**config.mk**
```make
export PLATFORM = sky130hd
export DESIGN_NAME = frpp_row_programmer
export DESIGN_NICKNAME = d
export VERILOG_FILES = /design/src/design/frpp_row_buffer.v /design/src/design/frpp_delay_timer.v /design/src/design/frpp_row_programmer.v
export VERILOG_INCLUDE_DIRS = /design/src /design/src/design
export SDC_FILE = /design/constraint.sdc
export NUM_CORES = 1
export LEC_CHECK = 0
export BUFFER_PORTS_ARGS = -buffer_cell sky130_fd_sc_hd__buf_2
export CORE_MARGIN = 2
export CORE_UTILIZATION = 55
export CTS_CLUSTER_DIAMETER = 50
export DETAILED_ROUTE_END_ITERATION = 7
export GPL_ROUTABILITY_DRIVEN = 0
export PLACE_DENSITY = 0.78
export SLEW_MARGIN = 10
export SYNTH_ARGS = -nofsm -noshare
export SYNTH_HDL_FRONTEND = slang
export SYNTH_HIERARCHICAL = 1
export SYNTH_SLANG_ARGS = --single-unit
```
**constraint.sdc**
```tcl
create_clock -name sys_clk -period 3.1 [get_ports sys_clk]
set_clock_uncertainty 0.2 [all_clocks]
set_input_delay 0.465 -clock sys_clk [delete_from_list [all_inputs] [get_ports sys_clk]]
set_output_delay 0.465 -clock sys_clk [all_outputs]
set_load 0.1 [all_outputs]
```
**src/design/frpp_defines.vh**
```
// Constants for the flash row programming host: device map, timing and register offsets
`ifndef FRPP_DEFINES_VH
`define FRPP_DEFINES_VH

// Device map
`define FRPP_ADDR_CTRL        16'hFE08
`define FRPP_ADDR_PROT        16'hFF7E
`define FRPP_ADDR_WDOG        16'hFFFF
`define FRPP_USER_LO          16'hC000
`define FRPP_USER_HI          16'hFDFF
`define FRPP_VEC_LO           16'hFFDC
`define FRPP_RSV_LO           16'hFFD4
`define FRPP_RSV_HI           16'hFFDF

// Control register bit positions in the device
`define FRPP_CTRL_PGM_BIT     0
`define FRPP_CTRL_ERASE_BIT   1
`define FRPP_CTRL_MASS_BIT    2
`define FRPP_CTRL_HIGH_VOLTAGE_ENABLE_BIT    3

// Protect byte values
`define FRPP_PROT_OPEN        8'hFF
`define FRPP_PROT_VECTORS     8'hFE
`define FRPP_ERASED           8'hFF

// Row geometry
`define FRPP_ROW_BYTES        32
`define FRPP_ROW_SHIFT        5

// Timing: figures in ns, counts in 40 ns cycles
`define FRPP_CLK_NS           40
`define FRPP_T_NVS_NS         10000
`define FRPP_T_PGS_NS         5000
`define FRPP_T_PROG_NS        30000
`define FRPP_T_NVH_NS         5000
`define FRPP_T_RCV_NS         1000
`define FRPP_CYC_MIN(ns)      (((ns) + `FRPP_CLK_NS - 1) / `FRPP_CLK_NS)

// Wishbone register offsets (byte addresses)
`define FRPP_REG_CMD          8'h00
`define FRPP_REG_ROW          8'h04
`define FRPP_REG_MASK         8'h08
`define FRPP_REG_STATUS       8'h0C
`define FRPP_REG_DATA_BASE    8'h40
`define FRPP_REG_DATA_LAST    8'h5C

// Command bits
`define FRPP_CMD_START_BIT    0
`define FRPP_CMD_MONFAIL_BIT  1

// Status bits
`define FRPP_ST_BUSY_BIT      0
`define FRPP_ST_DONE_BIT      1
`define FRPP_ST_EPROT_BIT     2
`define FRPP_ST_ENOTFF_BIT    3
`define FRPP_ST_EADDR_BIT     4
`define FRPP_ST_PROT_LSB      8

`endif

```
**src/design/frpp_row_buffer.v**
```verilog
// Row data buffer: byte-lane word writes, registered byte read
`timescale 1ns/1ns
`default_nettype none
module frpp_row_buffer #(
   parameter WORDS = 8,
   parameter AW    = 3
) (
   input  wire          sys_clk,
   input  wire          wrEn,
   input  wire [AW-1:0] wrWord,
   input  wire [3:0]    wrSel,
   input  wire [31:0]   wrData,
   input  wire [AW+1:0] rdByte,
   output reg  [7:0]    rdData
);
   reg [31:0] mem [0:WORDS-1];
   integer    i;

   // Byte-lane write
   always @(posedge sys_clk) begin
      for (i = 0; i < 4; i = i + 1) begin
         if (wrEn && wrSel[i]) begin
            mem[wrWord][i*8 +: 8] <= wrData[i*8 +: 8];
         end
      end
   end

   // Registered read; data lags the index by one cycle
   always @(posedge sys_clk) begin
      rdData <= mem[rdByte[AW+1:2]][rdByte[1:0]*8 +: 8];
   end
endmodule // frpp_row_buffer
`default_nettype wire

```
**src/design/frpp_delay_timer.v**
```verilog
// Down-counting delay timer with a level done flag
`timescale 1ns/1ns
`default_nettype none
module frpp_delay_timer #(
   parameter W = 16
) (
   input  wire         sys_clk,
   input  wire         sys_rst,
   input  wire         load,
   input  wire [W-1:0] count,
   output wire         expired
);
   reg [W-1:0] cnt_q;

   // Load wins over counting so a new wait always starts fresh
   always @(posedge sys_clk) begin
      if (sys_rst) begin
         cnt_q <= {W{1'b0}};
      end else if (load) begin
         cnt_q <= count;
      end else if (cnt_q != {W{1'b0}}) begin
         cnt_q <= cnt_q - {{(W-1){1'b0}}, 1'b1};
      end
   end

   assign expired = (cnt_q == {W{1'b0}}) && !load;
endmodule // frpp_delay_timer
`default_nettype wire

```
**src/design/frpp_row_programmer.v**
```verilog
// Host sequencer that programs one flash row through the device's control registers
//
// Local design decisions: the Wishbone register port and the address map.
`timescale 1ns/1ns
`default_nettype none
`include "frpp_defines.vh"
module frpp_row_programmer #(
   parameter TW       = 16,
   parameter NVS_CYC  = `FRPP_CYC_MIN(`FRPP_T_NVS_NS),
   parameter PGS_CYC  = `FRPP_CYC_MIN(`FRPP_T_PGS_NS),
   parameter PROG_CYC = `FRPP_CYC_MIN(`FRPP_T_PROG_NS),
   parameter NVH_CYC  = `FRPP_CYC_MIN(`FRPP_T_NVH_NS),
   parameter RCV_CYC  = `FRPP_CYC_MIN(`FRPP_T_RCV_NS)
) (
   input  wire        sys_clk,
   input  wire        sys_rst,
   // Wishbone classic slave
   input  wire        wb_cyc_i,
   input  wire        wb_stb_i,
   input  wire        wb_we_i,
   input  wire [7:0]  wb_adr_i,
   input  wire [3:0]  wb_sel_i,
   input  wire [31:0] wb_dat_i,
   output reg  [31:0] wb_dat_o,
   output reg         wb_ack_o,
   // Device bus, synchronous to sys_clk
   output reg  [15:0] devAddr,
   output reg  [7:0]  devWrData,
   output reg         devWrEn,
   output reg         devRdEn,
   input  wire [7:0]  devRdData,
   // Test high voltage sense from the pin
   input  wire        testHighVoltage
);
   // States
   localparam [4:0] S_IDLE    = 5'h00;
   localparam [4:0] S_PRE_SEL = 5'h01;
   localparam [4:0] S_PRE_RD  = 5'h02;
   localparam [4:0] S_PRE_CHK = 5'h03;
   localparam [4:0] S_SET_PGM = 5'h04;
   localparam [4:0] S_RD_PROT = 5'h05;
   localparam [4:0] S_CHK_PRT = 5'h06;
   localparam [4:0] S_DUMMY   = 5'h07;
   localparam [4:0] S_W_NVS   = 5'h08;
   localparam [4:0] S_SET_HV  = 5'h09;
   localparam [4:0] S_W_PGS   = 5'h0A;
   localparam [4:0] S_SEL     = 5'h0B;
   localparam [4:0] S_WR_BYTE = 5'h0C;
   localparam [4:0] S_W_PROG  = 5'h0D;
   localparam [4:0] S_CLR_PGM = 5'h0E;
   localparam [4:0] S_W_NVH   = 5'h0F;
   localparam [4:0] S_CLR_HV  = 5'h10;
   localparam [4:0] S_W_RCV   = 5'h11;
   localparam [4:0] S_FINISH  = 5'h12;

   localparam [7:0] CTRL_PGM  = 8'h01 << `FRPP_CTRL_PGM_BIT;
   localparam [7:0] CTRL_HIGH_VOLTAGE_ENABLE = 8'h01 << `FRPP_CTRL_HIGH_VOLTAGE_ENABLE_BIT;

   // Byte may be targeted: array, protect byte or vectors, never reserved or watchdog
   function isArrayAddr;
      input [15:0] a;
      begin
         isArrayAddr = ((a >= `FRPP_USER_LO) && (a <= `FRPP_USER_HI)) ||
                       (a == `FRPP_ADDR_PROT) ||
                       ((a >= `FRPP_VEC_LO) && (a != `FRPP_ADDR_WDOG)) ;
      end
   endfunction

   // Protect start address from the protect bits
   function [15:0] protStart;
      input [7:0] p;
      begin
         protStart = {2'b11, p, 6'b000000};
      end
   endfunction

   reg  [4:0]  state_q;
   reg  [4:0]  idx_q;
   reg  [15:0] row_q;
   reg  [31:0] mask_q;
   reg         monFail_q;
   reg  [7:0]  prot_q;
   reg         busy_q;
   reg         done_q;
   reg         errProt_q;
   reg         errNotFf_q;
   reg         errAddr_q;
   reg         tstMeta_q;
   reg         tstSync_q;
   reg         tmrLoad;
   reg  [TW-1:0] tmrCount;
   wire        tmrExpired;
   wire [7:0]  bufData;
   wire [15:0] byteAddr;
   wire        wbReq;
   wire        startCmd;
   wire        bufWrite;
   wire        byteWanted;
   wire        rowProtected;

   assign wbReq    = wb_cyc_i && wb_stb_i && !wb_ack_o;
   assign startCmd = wbReq && wb_we_i && (wb_adr_i == `FRPP_REG_CMD) &&
                     wb_sel_i[0] && wb_dat_i[`FRPP_CMD_START_BIT] && !busy_q;
   // Buffer is frozen while a row is in flight
   assign bufWrite = wbReq && wb_we_i && !busy_q &&
                     (wb_adr_i >= `FRPP_REG_DATA_BASE) &&
                     (wb_adr_i <= `FRPP_REG_DATA_LAST) && (wb_adr_i[1:0] == 2'b00);
   assign byteAddr   = {row_q[15:`FRPP_ROW_SHIFT], idx_q};
   assign byteWanted = mask_q[idx_q] && isArrayAddr(byteAddr);

   // Range check against the latched protect byte; test voltage bypasses it
   assign rowProtected = !tstSync_q && (prot_q != `FRPP_PROT_OPEN) &&
                         (({row_q[15:`FRPP_ROW_SHIFT], 5'h1F} >= protStart(prot_q)) ||
                          ((row_q[15:`FRPP_ROW_SHIFT] ==
                            `FRPP_ADDR_PROT >> `FRPP_ROW_SHIFT) &&
                           (prot_q != `FRPP_PROT_VECTORS)));

   frpp_row_buffer #(
      .WORDS (8),
      .AW    (3)
   ) u_buf (
      .sys_clk (sys_clk),
      .wrEn    (bufWrite),
      .wrWord  (wb_adr_i[4:2]),
      .wrSel   (wb_sel_i),
      .wrData  (wb_dat_i),
      .rdByte  (idx_q),
      .rdData  (bufData)
   );

   frpp_delay_timer #(
      .W (TW)
   ) u_tmr (
      .sys_clk (sys_clk),
      .sys_rst (sys_rst),
      .load    (tmrLoad),
      .count   (tmrCount),
      .expired (tmrExpired)
   );

   // Pin synchroniser for the test voltage sense
   always @(posedge sys_clk) begin
      if (sys_rst) begin
         tstMeta_q <= 1'b0;
         tstSync_q <= 1'b0;
      end else begin
         tstMeta_q <= testHighVoltage;
         tstSync_q <= tstMeta_q;
      end
   end

   // Wishbone slave: ack one cycle after the request, unmapped reads as zero
   always @(posedge sys_clk) begin
      if (sys_rst) begin
         wb_ack_o <= 1'b0;
         wb_dat_o <= 32'h00000000;
      end else begin
         wb_ack_o <= wbReq;
         wb_dat_o <= 32'h00000000;
         if (wbReq && !wb_we_i) begin
            case (wb_adr_i)
               `FRPP_REG_CMD: begin
                  wb_dat_o <= {30'h00000000, monFail_q, 1'b0};
               end
               `FRPP_REG_ROW: begin
                  wb_dat_o <= {16'h0000, row_q};
               end
               `FRPP_REG_MASK: begin
                  wb_dat_o <= mask_q;
               end
               `FRPP_REG_STATUS: begin
                  wb_dat_o <= {16'h0000, prot_q, 3'b000, errAddr_q, errNotFf_q,
                               errProt_q, done_q, busy_q};
               end
               default: begin
                  wb_dat_o <= 32'h00000000;
               end
            endcase
         end
      end
   end

   // Software-written setup, locked while busy
   always @(posedge sys_clk) begin
      if (sys_rst) begin
         row_q     <= 16'h0000;
         mask_q    <= 32'h00000000;
         monFail_q <= 1'b0;
      end else if (wbReq && wb_we_i && !busy_q) begin
         if (wb_adr_i == `FRPP_REG_ROW) begin
            if (wb_sel_i[0]) row_q[7:0]  <= {wb_dat_i[7:5], 5'h00};
            if (wb_sel_i[1]) row_q[15:8] <= wb_dat_i[15:8];
         end
         if (wb_adr_i == `FRPP_REG_MASK) begin
            mask_q <= wb_dat_i;
         end
         if ((wb_adr_i == `FRPP_REG_CMD) && wb_sel_i[0]) begin
            monFail_q <= wb_dat_i[`FRPP_CMD_MONFAIL_BIT];
         end
      end
   end

   // Row sequencer; only hardware sets the sticky flags, start clears them
   always @(posedge sys_clk) begin
      if (sys_rst) begin
         state_q    <= S_IDLE;
         idx_q      <= 5'h00;
         prot_q     <= 8'h00;
         busy_q     <= 1'b0;
         done_q     <= 1'b0;
         errProt_q  <= 1'b0;
         errNotFf_q <= 1'b0;
         errAddr_q  <= 1'b0;
         devAddr    <= 16'h0000;
         devWrData  <= 8'h00;
         devWrEn    <= 1'b0;
         devRdEn    <= 1'b0;
         tmrLoad    <= 1'b0;
         tmrCount   <= {TW{1'b0}};
      end else begin
         devWrEn <= 1'b0;
         devRdEn <= 1'b0;
         tmrLoad <= 1'b0;
         case (state_q)
            S_IDLE: begin
               if (startCmd) begin
                  busy_q     <= 1'b1;
                  done_q     <= 1'b0;
                  errProt_q  <= 1'b0;
                  errNotFf_q <= 1'b0;
                  errAddr_q  <= 1'b0;
                  idx_q      <= 5'h00;
                  state_q    <= S_PRE_SEL;
               end
            end
            // Erased check before any high voltage
            S_PRE_SEL: begin
               if (byteWanted) begin
                  devAddr <= byteAddr;
                  devRdEn <= 1'b1;
                  state_q <= S_PRE_RD;
               end else begin
                  if (mask_q[idx_q]) errAddr_q <= 1'b1;
                  state_q <= S_PRE_CHK;
               end
            end
            S_PRE_RD: begin
               state_q <= S_PRE_CHK;
            end
            S_PRE_CHK: begin
               if (byteWanted && (devRdData != `FRPP_ERASED)) begin
                  errNotFf_q <= 1'b1;
               end
               if (idx_q == 5'h1F) begin
                  idx_q   <= 5'h00;
                  state_q <= (errNotFf_q || (byteWanted && devRdData != `FRPP_ERASED))
                             ? S_FINISH : S_SET_PGM;
               end else begin
                  idx_q   <= idx_q + 5'h01;
                  state_q <= S_PRE_SEL;
               end
            end
            // Program select alone; erase bits always zero
            S_SET_PGM: begin
               devAddr   <= `FRPP_ADDR_CTRL;
               devWrData <= CTRL_PGM;
               devWrEn   <= 1'b1;
               state_q   <= S_RD_PROT;
            end
            S_RD_PROT: begin
               devAddr <= `FRPP_ADDR_PROT;
               devRdEn <= 1'b1;
               state_q <= S_CHK_PRT;
            end
            // Read data stands only in the cycle after the strobe
            S_CHK_PRT: begin
               if (!devRdEn) begin
                  prot_q  <= devRdData;
                  state_q <= S_DUMMY;
               end
            end
            S_DUMMY: begin
               if (rowProtected) begin
                  // Device would refuse HV; back out cleanly instead
                  errProt_q <= 1'b1;
                  state_q   <= S_CLR_PGM;
               end else begin
                  devAddr   <= monFail_q ? `FRPP_ADDR_PROT : row_q;
                  devWrData <= 8'h00;
                  devWrEn   <= 1'b1;
                  tmrLoad   <= 1'b1;
                  tmrCount  <= NVS_CYC[TW-1:0];
                  state_q   <= S_W_NVS;
               end
            end
            S_W_NVS: begin
               if (tmrExpired) state_q <= S_SET_HV;
            end
            S_SET_HV: begin
               devAddr   <= `FRPP_ADDR_CTRL;
               devWrData <= CTRL_PGM | CTRL_HIGH_VOLTAGE_ENABLE;
               devWrEn   <= 1'b1;
               tmrLoad   <= 1'b1;
               tmrCount  <= PGS_CYC[TW-1:0];
               state_q   <= S_W_PGS;
            end
            S_W_PGS: begin
               if (tmrExpired) state_q <= S_SEL;
            end
            // Buffer byte for idx_q is valid in the next cycle
            S_SEL: begin
               state_q <= byteWanted ? S_WR_BYTE : S_W_PROG;
            end
            S_WR_BYTE: begin
               devAddr   <= byteAddr;
               devWrData <= bufData;
               devWrEn   <= 1'b1;
               tmrLoad   <= 1'b1;
               tmrCount  <= PROG_CYC[TW-1:0];
               state_q   <= S_W_PROG;
            end
            S_W_PROG: begin
               if (tmrExpired) begin
                  if (idx_q == 5'h1F) begin
                     state_q <= S_CLR_PGM;
                  end else begin
                     idx_q   <= idx_q + 5'h01;
                     state_q <= S_SEL;
                  end
               end
            end
            // Leaving program mode with HV still on; after a protect refusal all bits are cleared
            S_CLR_PGM: begin
               devAddr   <= `FRPP_ADDR_CTRL;
               devWrData <= errProt_q ? 8'h00 : CTRL_HIGH_VOLTAGE_ENABLE;
               devWrEn   <= 1'b1;
               tmrLoad   <= 1'b1;
               tmrCount  <= NVH_CYC[TW-1:0];
               state_q   <= S_W_NVH;
            end
            S_W_NVH: begin
               if (tmrExpired) state_q <= S_CLR_HV;
            end
            S_CLR_HV: begin
               devAddr   <= `FRPP_ADDR_CTRL;
               devWrData <= 8'h00;
               devWrEn   <= 1'b1;
               tmrLoad   <= 1'b1;
               tmrCount  <= RCV_CYC[TW-1:0];
               state_q   <= S_W_RCV;
            end
            S_W_RCV: begin
               if (tmrExpired) state_q <= S_FINISH;
            end
            S_FINISH: begin
               busy_q  <= 1'b0;
               done_q  <= 1'b1;
               idx_q   <= 5'h00;
               state_q <= S_IDLE;
            end
            default: begin
               state_q <= S_IDLE;
            end
         endcase
      end
   end
endmodule // frpp_row_programmer
`default_nettype wire

```
==> reports/metrics.yaml, run 1 <==
die_x_um: 181
ant_nets: 0
clkTransAtPathRegs_ns: 0.06
cts_buffer_depth: 3
route.detailed.drc: 0
critical_path_class: "flip-flop to flip-flop"
setup_tns_ns: 0
syn_avg_cell_area_um2: 14.0
finalCritPeriodShare_pct: 95.0
max_freq_mhz: 340
final-seq-area_mm2: 0.0109
fin_util_pct: 65.9
numPortBuffers: 116
htreeDepth: 2
fin_crit_ns: 2.94
num_io_pins: 117
initial_utilization_pct: 56.2
yosysSeqAreaShare_pct: 63.0
totalWireLength_um: 43900
async_flop_share_pct: 0
internal-power_mw: 10.2
ys.flop_type: "edfxtp_1"
numClockSinks: 416
grt_pass1_wl_um: 67000
grtUsageTotal_pct: 27.0
cp-end-kind: "flip-flop"
yosys_warnings: 6
wire_per_inst_um: 23.7
dr_total_vias: 11500
seq_power_share_pct: 43.7
dpl.hpwl_um: 29100
post-route-cell-area_mm2: 0.0203
setup_viol: 0
final_common_cell: "edfxtp_1"
tightest_slew_ns: 0.692
placed_cell_area_mm2: 0.0186
timing.slew.headroom_pct: 53.8
rsz0062_at_grt: "false"
clockPowerShare_pct: 38.1
drv_slew: 0
swShare_pct: 28.2
final_cell_mix: "256 x edfxtp_1, 158 x dfxtp_1, 126 x nor2_1"
status: "completed"
dieArea_mm2: 0.0328
synth_seq_cells: 416
drv_cap: 0
reg2reg_depth: 7
grt_pass1_vias: 11300
critPathArrivalTime_ns: 3.15
multi_input_area_mm2: 0.00598
cts_tree: "done"
hold_path_class: "input pin to flip-flop"
p_comb_share_pct: 18.2
hold_ws_ns: 0.0338
viasPerCell: 6.21
syn_inst: 1238
worst-path-max-fanout: 10
grt_max_degree: 70
power.net_switching_mw: 4.00
finalNetCount: 1488
core_mm2: 0.0307
insertion_delay_ns: 0.55
drive_above_1_share_pct: 28.4
finalHoldViolCount: 0
fp.dieH_um: 181
post_cts_buffers: 0
leakage_nw: 7.02
holdPathStages: 3
grt_antenna_before_repair: 4
drt_iter0_drc: 1222
powerDensity_mw_per_mm2: 701
synth_cell_type_count: 83
nFillCells: 2169
netlist_area_mm2: 0.0173
cts_buffers: 44
start_kind: "flip-flop"
required_ns: 3.30
grt-ovfl-total: 0
synth-edff-count: 256
num_rows: 64
drt_pass1_iterations: 5
root_buffer: "clkbuf_16"
syn_to_final_growth_pct: 17.2
ir_worst_vdd_mv: 0.550
sequential cells by signal, summed over array words and instances (netlist names), 5 cells and up:
name          cells
u_buf/mem       256
mask_q           32
wb_dat_o         32
devAddr          16
u_tmr/cnt_q      16
row_q            11
devWrData         8
prot_q            8
u_buf/rdData      8
tmrCount          7
idx_q             5
state_q           5
kinds of logic (layout without fill, tap and decap cells):
group	after synthesis	after routing	share of synthesized area, %
other	1	9	0.0217
adder cells (fa/ha/maj)	12	12	0.869
XOR/XNOR	4	4	0.203
multiplexers	135	135	14.4
AO/OA/AOI/OAI	196	197	8.04
AND/OR/NAND/NOR	374	374	10.8
buffers and inverters	100	307	2.63
flip-flops	416	416	63.0
per-layer routing:
layer	part of all wire (%)	vias up	global-route usage, %
li1	-	5089	-
met1	40	5723	36.5
met2	48	575	44.3
met3	8.9	94	5.20
met4	3.2	2	8.94
met5	0.030	-	0
final timing paths:
path,slack (ns),endpoint,start
worst max-delay path,0.16,state_q[1],idx_q[1]
worst min-delay path,0.03,prot_q[4],devRdData[4]
worst min register to register,0.25,tstSync_q,tstMeta_q
worst max register to register,0.16,state_q[1],idx_q[1]
critical path, stage by stage, from the launching register on:
cell and delay [ns]:
dfxtp_1 0.63, ha_1 0.24, and3b_1 0.17, o2111a_1 0.20, o311a_1 0.29, nor3b_1 0.51, o21bai_1 0.18, a221oi_1 0.39
cells in the mapped netlist (3+ instances only):
| master | instances | share of area (%) |
|---|---|---|
| buf_4 | 6 | 0.26 |
| nor3_1 | 15 | 0.43 |
| o31a_1 | 3 | 0.15 |
| a22oi_1 | 12 | 0.52 |
| nor3_2 | 4 | 0.23 |
| a221oi_1 | 4 | 0.20 |
| and2_1 | 18 | 0.65 |
| ha_1 | 12 | 0.87 |
| a211oi_1 | 7 | 0.30 |
| or2_2 | 3 | 0.11 |
| mux2_2 | 16 | 1.0 |
| xnor2_1 | 3 | 0.15 |
| nand3b_1 | 7 | 0.30 |
| nor2b_1 | 10 | 0.36 |
| buf_2 | 9 | 0.26 |
| edfxtp_1 | 256 | 44 |
| a21oi_1 | 81 | 2.3 |
| nand4_1 | 12 | 0.43 |
| clkbuf_1 | 44 | 0.96 |
| a211oi_2 | 14 | 1.0 |
| o21a_1 | 5 | 0.22 |
| nand3_1 | 22 | 0.64 |
| nand2_1 | 99 | 2.2 |
| nor4bb_1 | 3 | 0.17 |
| nor2_1 | 126 | 2.7 |
| or3_1 | 5 | 0.18 |
| buf_1 | 6 | 0.13 |
| nand2b_1 | 7 | 0.25 |
| a32oi_1 | 7 | 0.35 |
| and3_1 | 6 | 0.22 |
| a31oi_1 | 8 | 0.29 |
| o22ai_1 | 3 | 0.11 |
| or3b_2 | 4 | 0.20 |
| o21ai_0 | 18 | 0.52 |
| dfxtp_1 | 160 | 19 |
| mux2i_1 | 30 | 1.7 |
| buf_6 | 6 | 0.39 |
| nor4_1 | 8 | 0.29 |
| mux4_2 | 87 | 11 |
| inv_1 | 29 | 0.63 |
| nor3b_1 | 6 | 0.26 |
| o211ai_1 | 3 | 0.13 |
per-stage QoR:
| step | total power [mW] | std cells | worst slack [ns] |
|---|---|---|---|
| after floorplan | 8.21 | 1244 | 0.337 |
| after global placement | 8.76 | 1759 | 0.221 |
| after detailed placement | 8.82 | 1759 | 0.137 |
| after CTS | 14.2 | 1847 | 0.0662 |
| after global routing | 14.7 | 1849 | 0.0598 |
| final | 14.2 | 1850 | 0.155 |
final cells by class:
class / instances / area share (%)
multi-input cells: 729 / 29.5
clock buffers: 56 / 6.17
inverters: 29 / 0.537
well taps: 396 / 2.45
clock inverters: 24 / 1.29
flip-flops and latches: 416 / 53.8
repair buffers: 198 / 6.20
diodes: 2 / 0.0247
power groups by stage:
stage,logic (mW),clock network [mW],registers [mW]
3_3_place_gp,2.44,0,6.32
6_report,2.58,5.41,6.21
3_5_place_dp,2.50,0,6.32
2_1_floorplan,1.55,0,6.66
4_1_cts,2.52,5.46,6.21
5_1_grt,2.81,5.69,6.24
timing repair:
action / 4_1_cts / 5_1_grt
endpoints found under the setup margin: 0 / 16
hold buffers: 8 / 0
endpoints found under the hold margin: 8 / 0
gates resized for setup: 0 / 1
Note: power is estimated with default switching activity, not from simulation.
==> run 2: changes to the inputs <==
--- a/config.mk
+++ b/config.mk
@@ -7,4 +7,5 @@
 export NUM_CORES = 1
 export LEC_CHECK = 0
+export ABC_AREA = 1
 export BUFFER_PORTS_ARGS = -buffer_cell sky130_fd_sc_hd__buf_2
 export CORE_MARGIN = 2
@@ -13,5 +14,5 @@
 export DETAILED_ROUTE_END_ITERATION = 7
 export GPL_ROUTABILITY_DRIVEN = 0
-export PLACE_DENSITY = 0.78
+export PLACE_DENSITY = 0.77
 export SLEW_MARGIN = 10
 export SYNTH_ARGS = -nofsm -noshare
==> constraint.sdc (replaced) <==
create_clock -name sys_clk -period 3.1 [get_ports sys_clk]
set_clock_uncertainty 0.2 [all_clocks]
set_input_delay 0.62 -clock sys_clk [delete_from_list [all_inputs] [get_ports sys_clk]]
set_output_delay 0.62 -clock sys_clk [all_outputs]
set_load 0.1 [all_outputs]
==> reports/metrics.yaml, run 2 <==
cp-end-kind: "flip-flop"
fp.dieH_um: 185  # +2.3%
grtUsageTotal_pct: 28.5  # +1.5 points
critPathArrivalTime_ns: 2.97  # -0.18 ns
pre_cts_ws_ns: 0.283  # +0.146 ns
die_x_um: 185  # +2.3%
route.detailed.drc: 0  # unchanged
ys.flop_type: "edfxtp_1"
top_register: "u_buf/mem"
synth_cell_type_count: 44  # -47%
status: "completed"
hold_ws_ns: 0.0690  # +0.0352 ns
post-route-cell-area_mm2: 0.0205  # +1.1%
final_common_cell: "nand2_1"
drt_pass1_iterations: 6  # +1
yosys_warnings: 6  # unchanged
ir_worst_vdd_mv: 0.627  # +14%
dieArea_mm2: 0.0344  # +4.7%
finalNetCount: 2203  # +48%
nFillCells: 2551  # +18%
reg2reg_slack_ns: 0.36  # +0.20 ns
ant_nets: 0  # unchanged
wire_per_inst_um: 18.6  # -22%
placed_cell_area_mm2: 0.0191  # +2.6%
yosys.area.top_type: "edfxtp_1"
grt_pass1_vias: 13800  # +22%
worst-path-max-fanout: 10  # unchanged
grt_pass1_wl_um: 75300  # +12%
dr_total_vias: 14800  # +29%
setup_viol: 0  # unchanged
synth_top_area_share_pct: 42.4  # -2.0 points
fin_cells: 2608  # +41%
crit_start: "u_tmr/cnt_q[0]"
syn_avg_cell_area_um2: 9.07  # -35%
syn_inst: 1996  # +61%
drive_above_1_share_pct: 13.6  # -15 points
required_ns: 3.33  # +0.03 ns
wl_met3_um: 5160  # +32%
cts_buffer_depth: 3  # unchanged
final_cell_mix: "597 x nand2_1, 262 x nand3_1, 256 x edfxtp_1"
rsz0062_at_grt: "false"
synth-edff-count: 256  # unchanged
fin_util_pct: 63.1  # -2.8 points
dpl.hpwl_um: 32100  # +11%
hold_path_class: "input pin to flip-flop"
drv_cap: 0  # unchanged
drt-met1-wl_um: 19000  # +8.4%
largest_register_ffs: 256  # unchanged
reg_top3: "u_buf/mem (256), mask_q (32), wb_dat_o (32)"
netlist_area_mm2: 0.0181  # +4.8%
core_mm2: 0.0325  # +5.5%
holdCritStartpoint: "testHighVoltage"
htreeDepth: 2  # unchanged
finalCritPeriodShare_pct: 88.4  # -6.6 points
totalWireLength_um: 48400  # +10%
insertion_delay_ns: 0.56  # about the same
yosysSeqAreaShare_pct: 60.1  # -2.9 points
cts_buffers: 43  # -2.3%
leakage_nw: 8.15  # +16%
r2r-start: "u_tmr/cnt_q[0]"
max_freq_mhz: 365  # +7.4%
fin_ws_ns: 0.359  # +0.204 ns
numClockSinks: 416  # unchanged
grt-ovfl-total: 0  # unchanged
fin_crit_ns: 2.74  # -0.204 ns
clkTransAtPathRegs_ns: 0.06  # about the same
synth.most_common_cell: "nand2_1"
drv_slew: 0  # unchanged
top_layer_used: "met5"
grt_antenna_before_repair: 1  # -3
critical_path_class: "flip-flop to flip-flop"
power_mw: 14.9  # +5.1%
cts_tree: "done"
setup_tns_ns: 0  # unchanged
wl_met2_um: 22000  # +4.1%
tightest_slew_ns: 1.13  # +0.437 ns
async_flop_share_pct: 0  # unchanged
start_kind: "flip-flop"
syn_to_final_growth_pct: 13.1
num_io_pins: 117  # unchanged
cts-hold-fix-buffers: 0  # -8
root_buffer: "clkbuf_16"
synth_seq_cells: 416  # unchanged
numPortBuffers: 116  # unchanged
dp_cells: 2530  # +44%
grt_max_degree: 121  # +73%
ys_top_cells_by_count: "597 x nand2_1, 262 x nand3_1, 256 x edfxtp_1, 182 x nor2_1, 160 x dfxtp_1"
synth.area.top_cells: "edfxtp_1 42%, dfxtp_1 18%, nand2_1 12%"
viasPerCell: 5.68  # -8.4%
powerDensity_mw_per_mm2: 729  # +3.9%
timing.slew.headroom_pct: 24.6  # -29 points
drt_iter0_drc: 1997  # +63%
num_rows: 66  # +3.1%
finalHoldViolCount: 0  # unchanged
initial_utilization_pct: 55.8  # -0.38 points
[run 2: critical path: stages (launching register included)]
cell and delay, ns:
dfxtp_1 0.35, inv_1 0.09, ha_1 0.22, nand3_2 0.17
nor2_2 0.21, nand3_1 0.11, nor4_2 0.27, buf_4 0.19
a21oi_1 0.06, nor2_1 0.15, nand2_2 0.16, o21ai_1 0.35
nor3b_1 0.10
[run 2: per-layer routing]
layer	track usage [%]	vias up
li1	-	6919
met1	38.6	6887
met2	44.2	857
met3	5.60	159
met4	13.8	2
met5	0	-
[run 2: final timing paths]
| kind | depth (start not counted) | to |
|---|---|---|
| worst min register to register | 2 | tstSync_q |
| worst max-delay path | 12 | idx_q[3] |
| worst max register to register | 12 | idx_q[3] |
| worst min-delay path | 3 | tstMeta_q |
[run 2: power breakdown]
| part | total (mW) | switching [mW] | internal (mW) | leakage (nW) |
|---|---|---|---|---|
| sequential | 6.38 | 0.240 | 6.14 | 3.60 |
| combinational | 3.60 | 2.63 | 0.974 | 3.89 |
| clock | 4.95 | 2.14 | 2.81 | 0.662 |
| total | 14.9 | 5.01 | 9.92 | 8.15 |
[run 2: final cells by class]
class	instances	area (µm²)	share of cell area [%]
Antenna cell	1	2.50	0.0122
Clock buffer	57	1190	5.81
Clock inverter	20	160	0.782
Inverter	150	567	2.77
Multi-Input combinational cell	1347	6060	29.6
Sequential cell	416	10900	53.2
Tap cell	442	553	2.70
Timing Repair Buffer	175	1050	5.12
[run 2: logic make-up (layout without fill, tap and decap cells)]
| logic type | Yosys count | in the layout | synth area share (%) |
|---|---|---|---|
| AO/OA/AOI/OAI | 206 | 206 | 6.09 |
| XOR/XNOR | 3 | 3 | 0.145 |
| adder cells (fa/ha/maj) | 12 | 12 | 0.829 |
| buffers and inverters | 239 | 402 | 6.55 |
| flip-flops | 416 | 416 | 60.1 |
| other | 1 | 8 | 0.0207 |
| AND/OR/NAND/NOR | 1119 | 1119 | 26.2 |
[run 2: timing repair]
action / 4_1_cts / 5_1_grt
setup buffers: 0 / 0
endpoints found under the setup margin: 0 / 1
gates resized for setup: 0 / 1
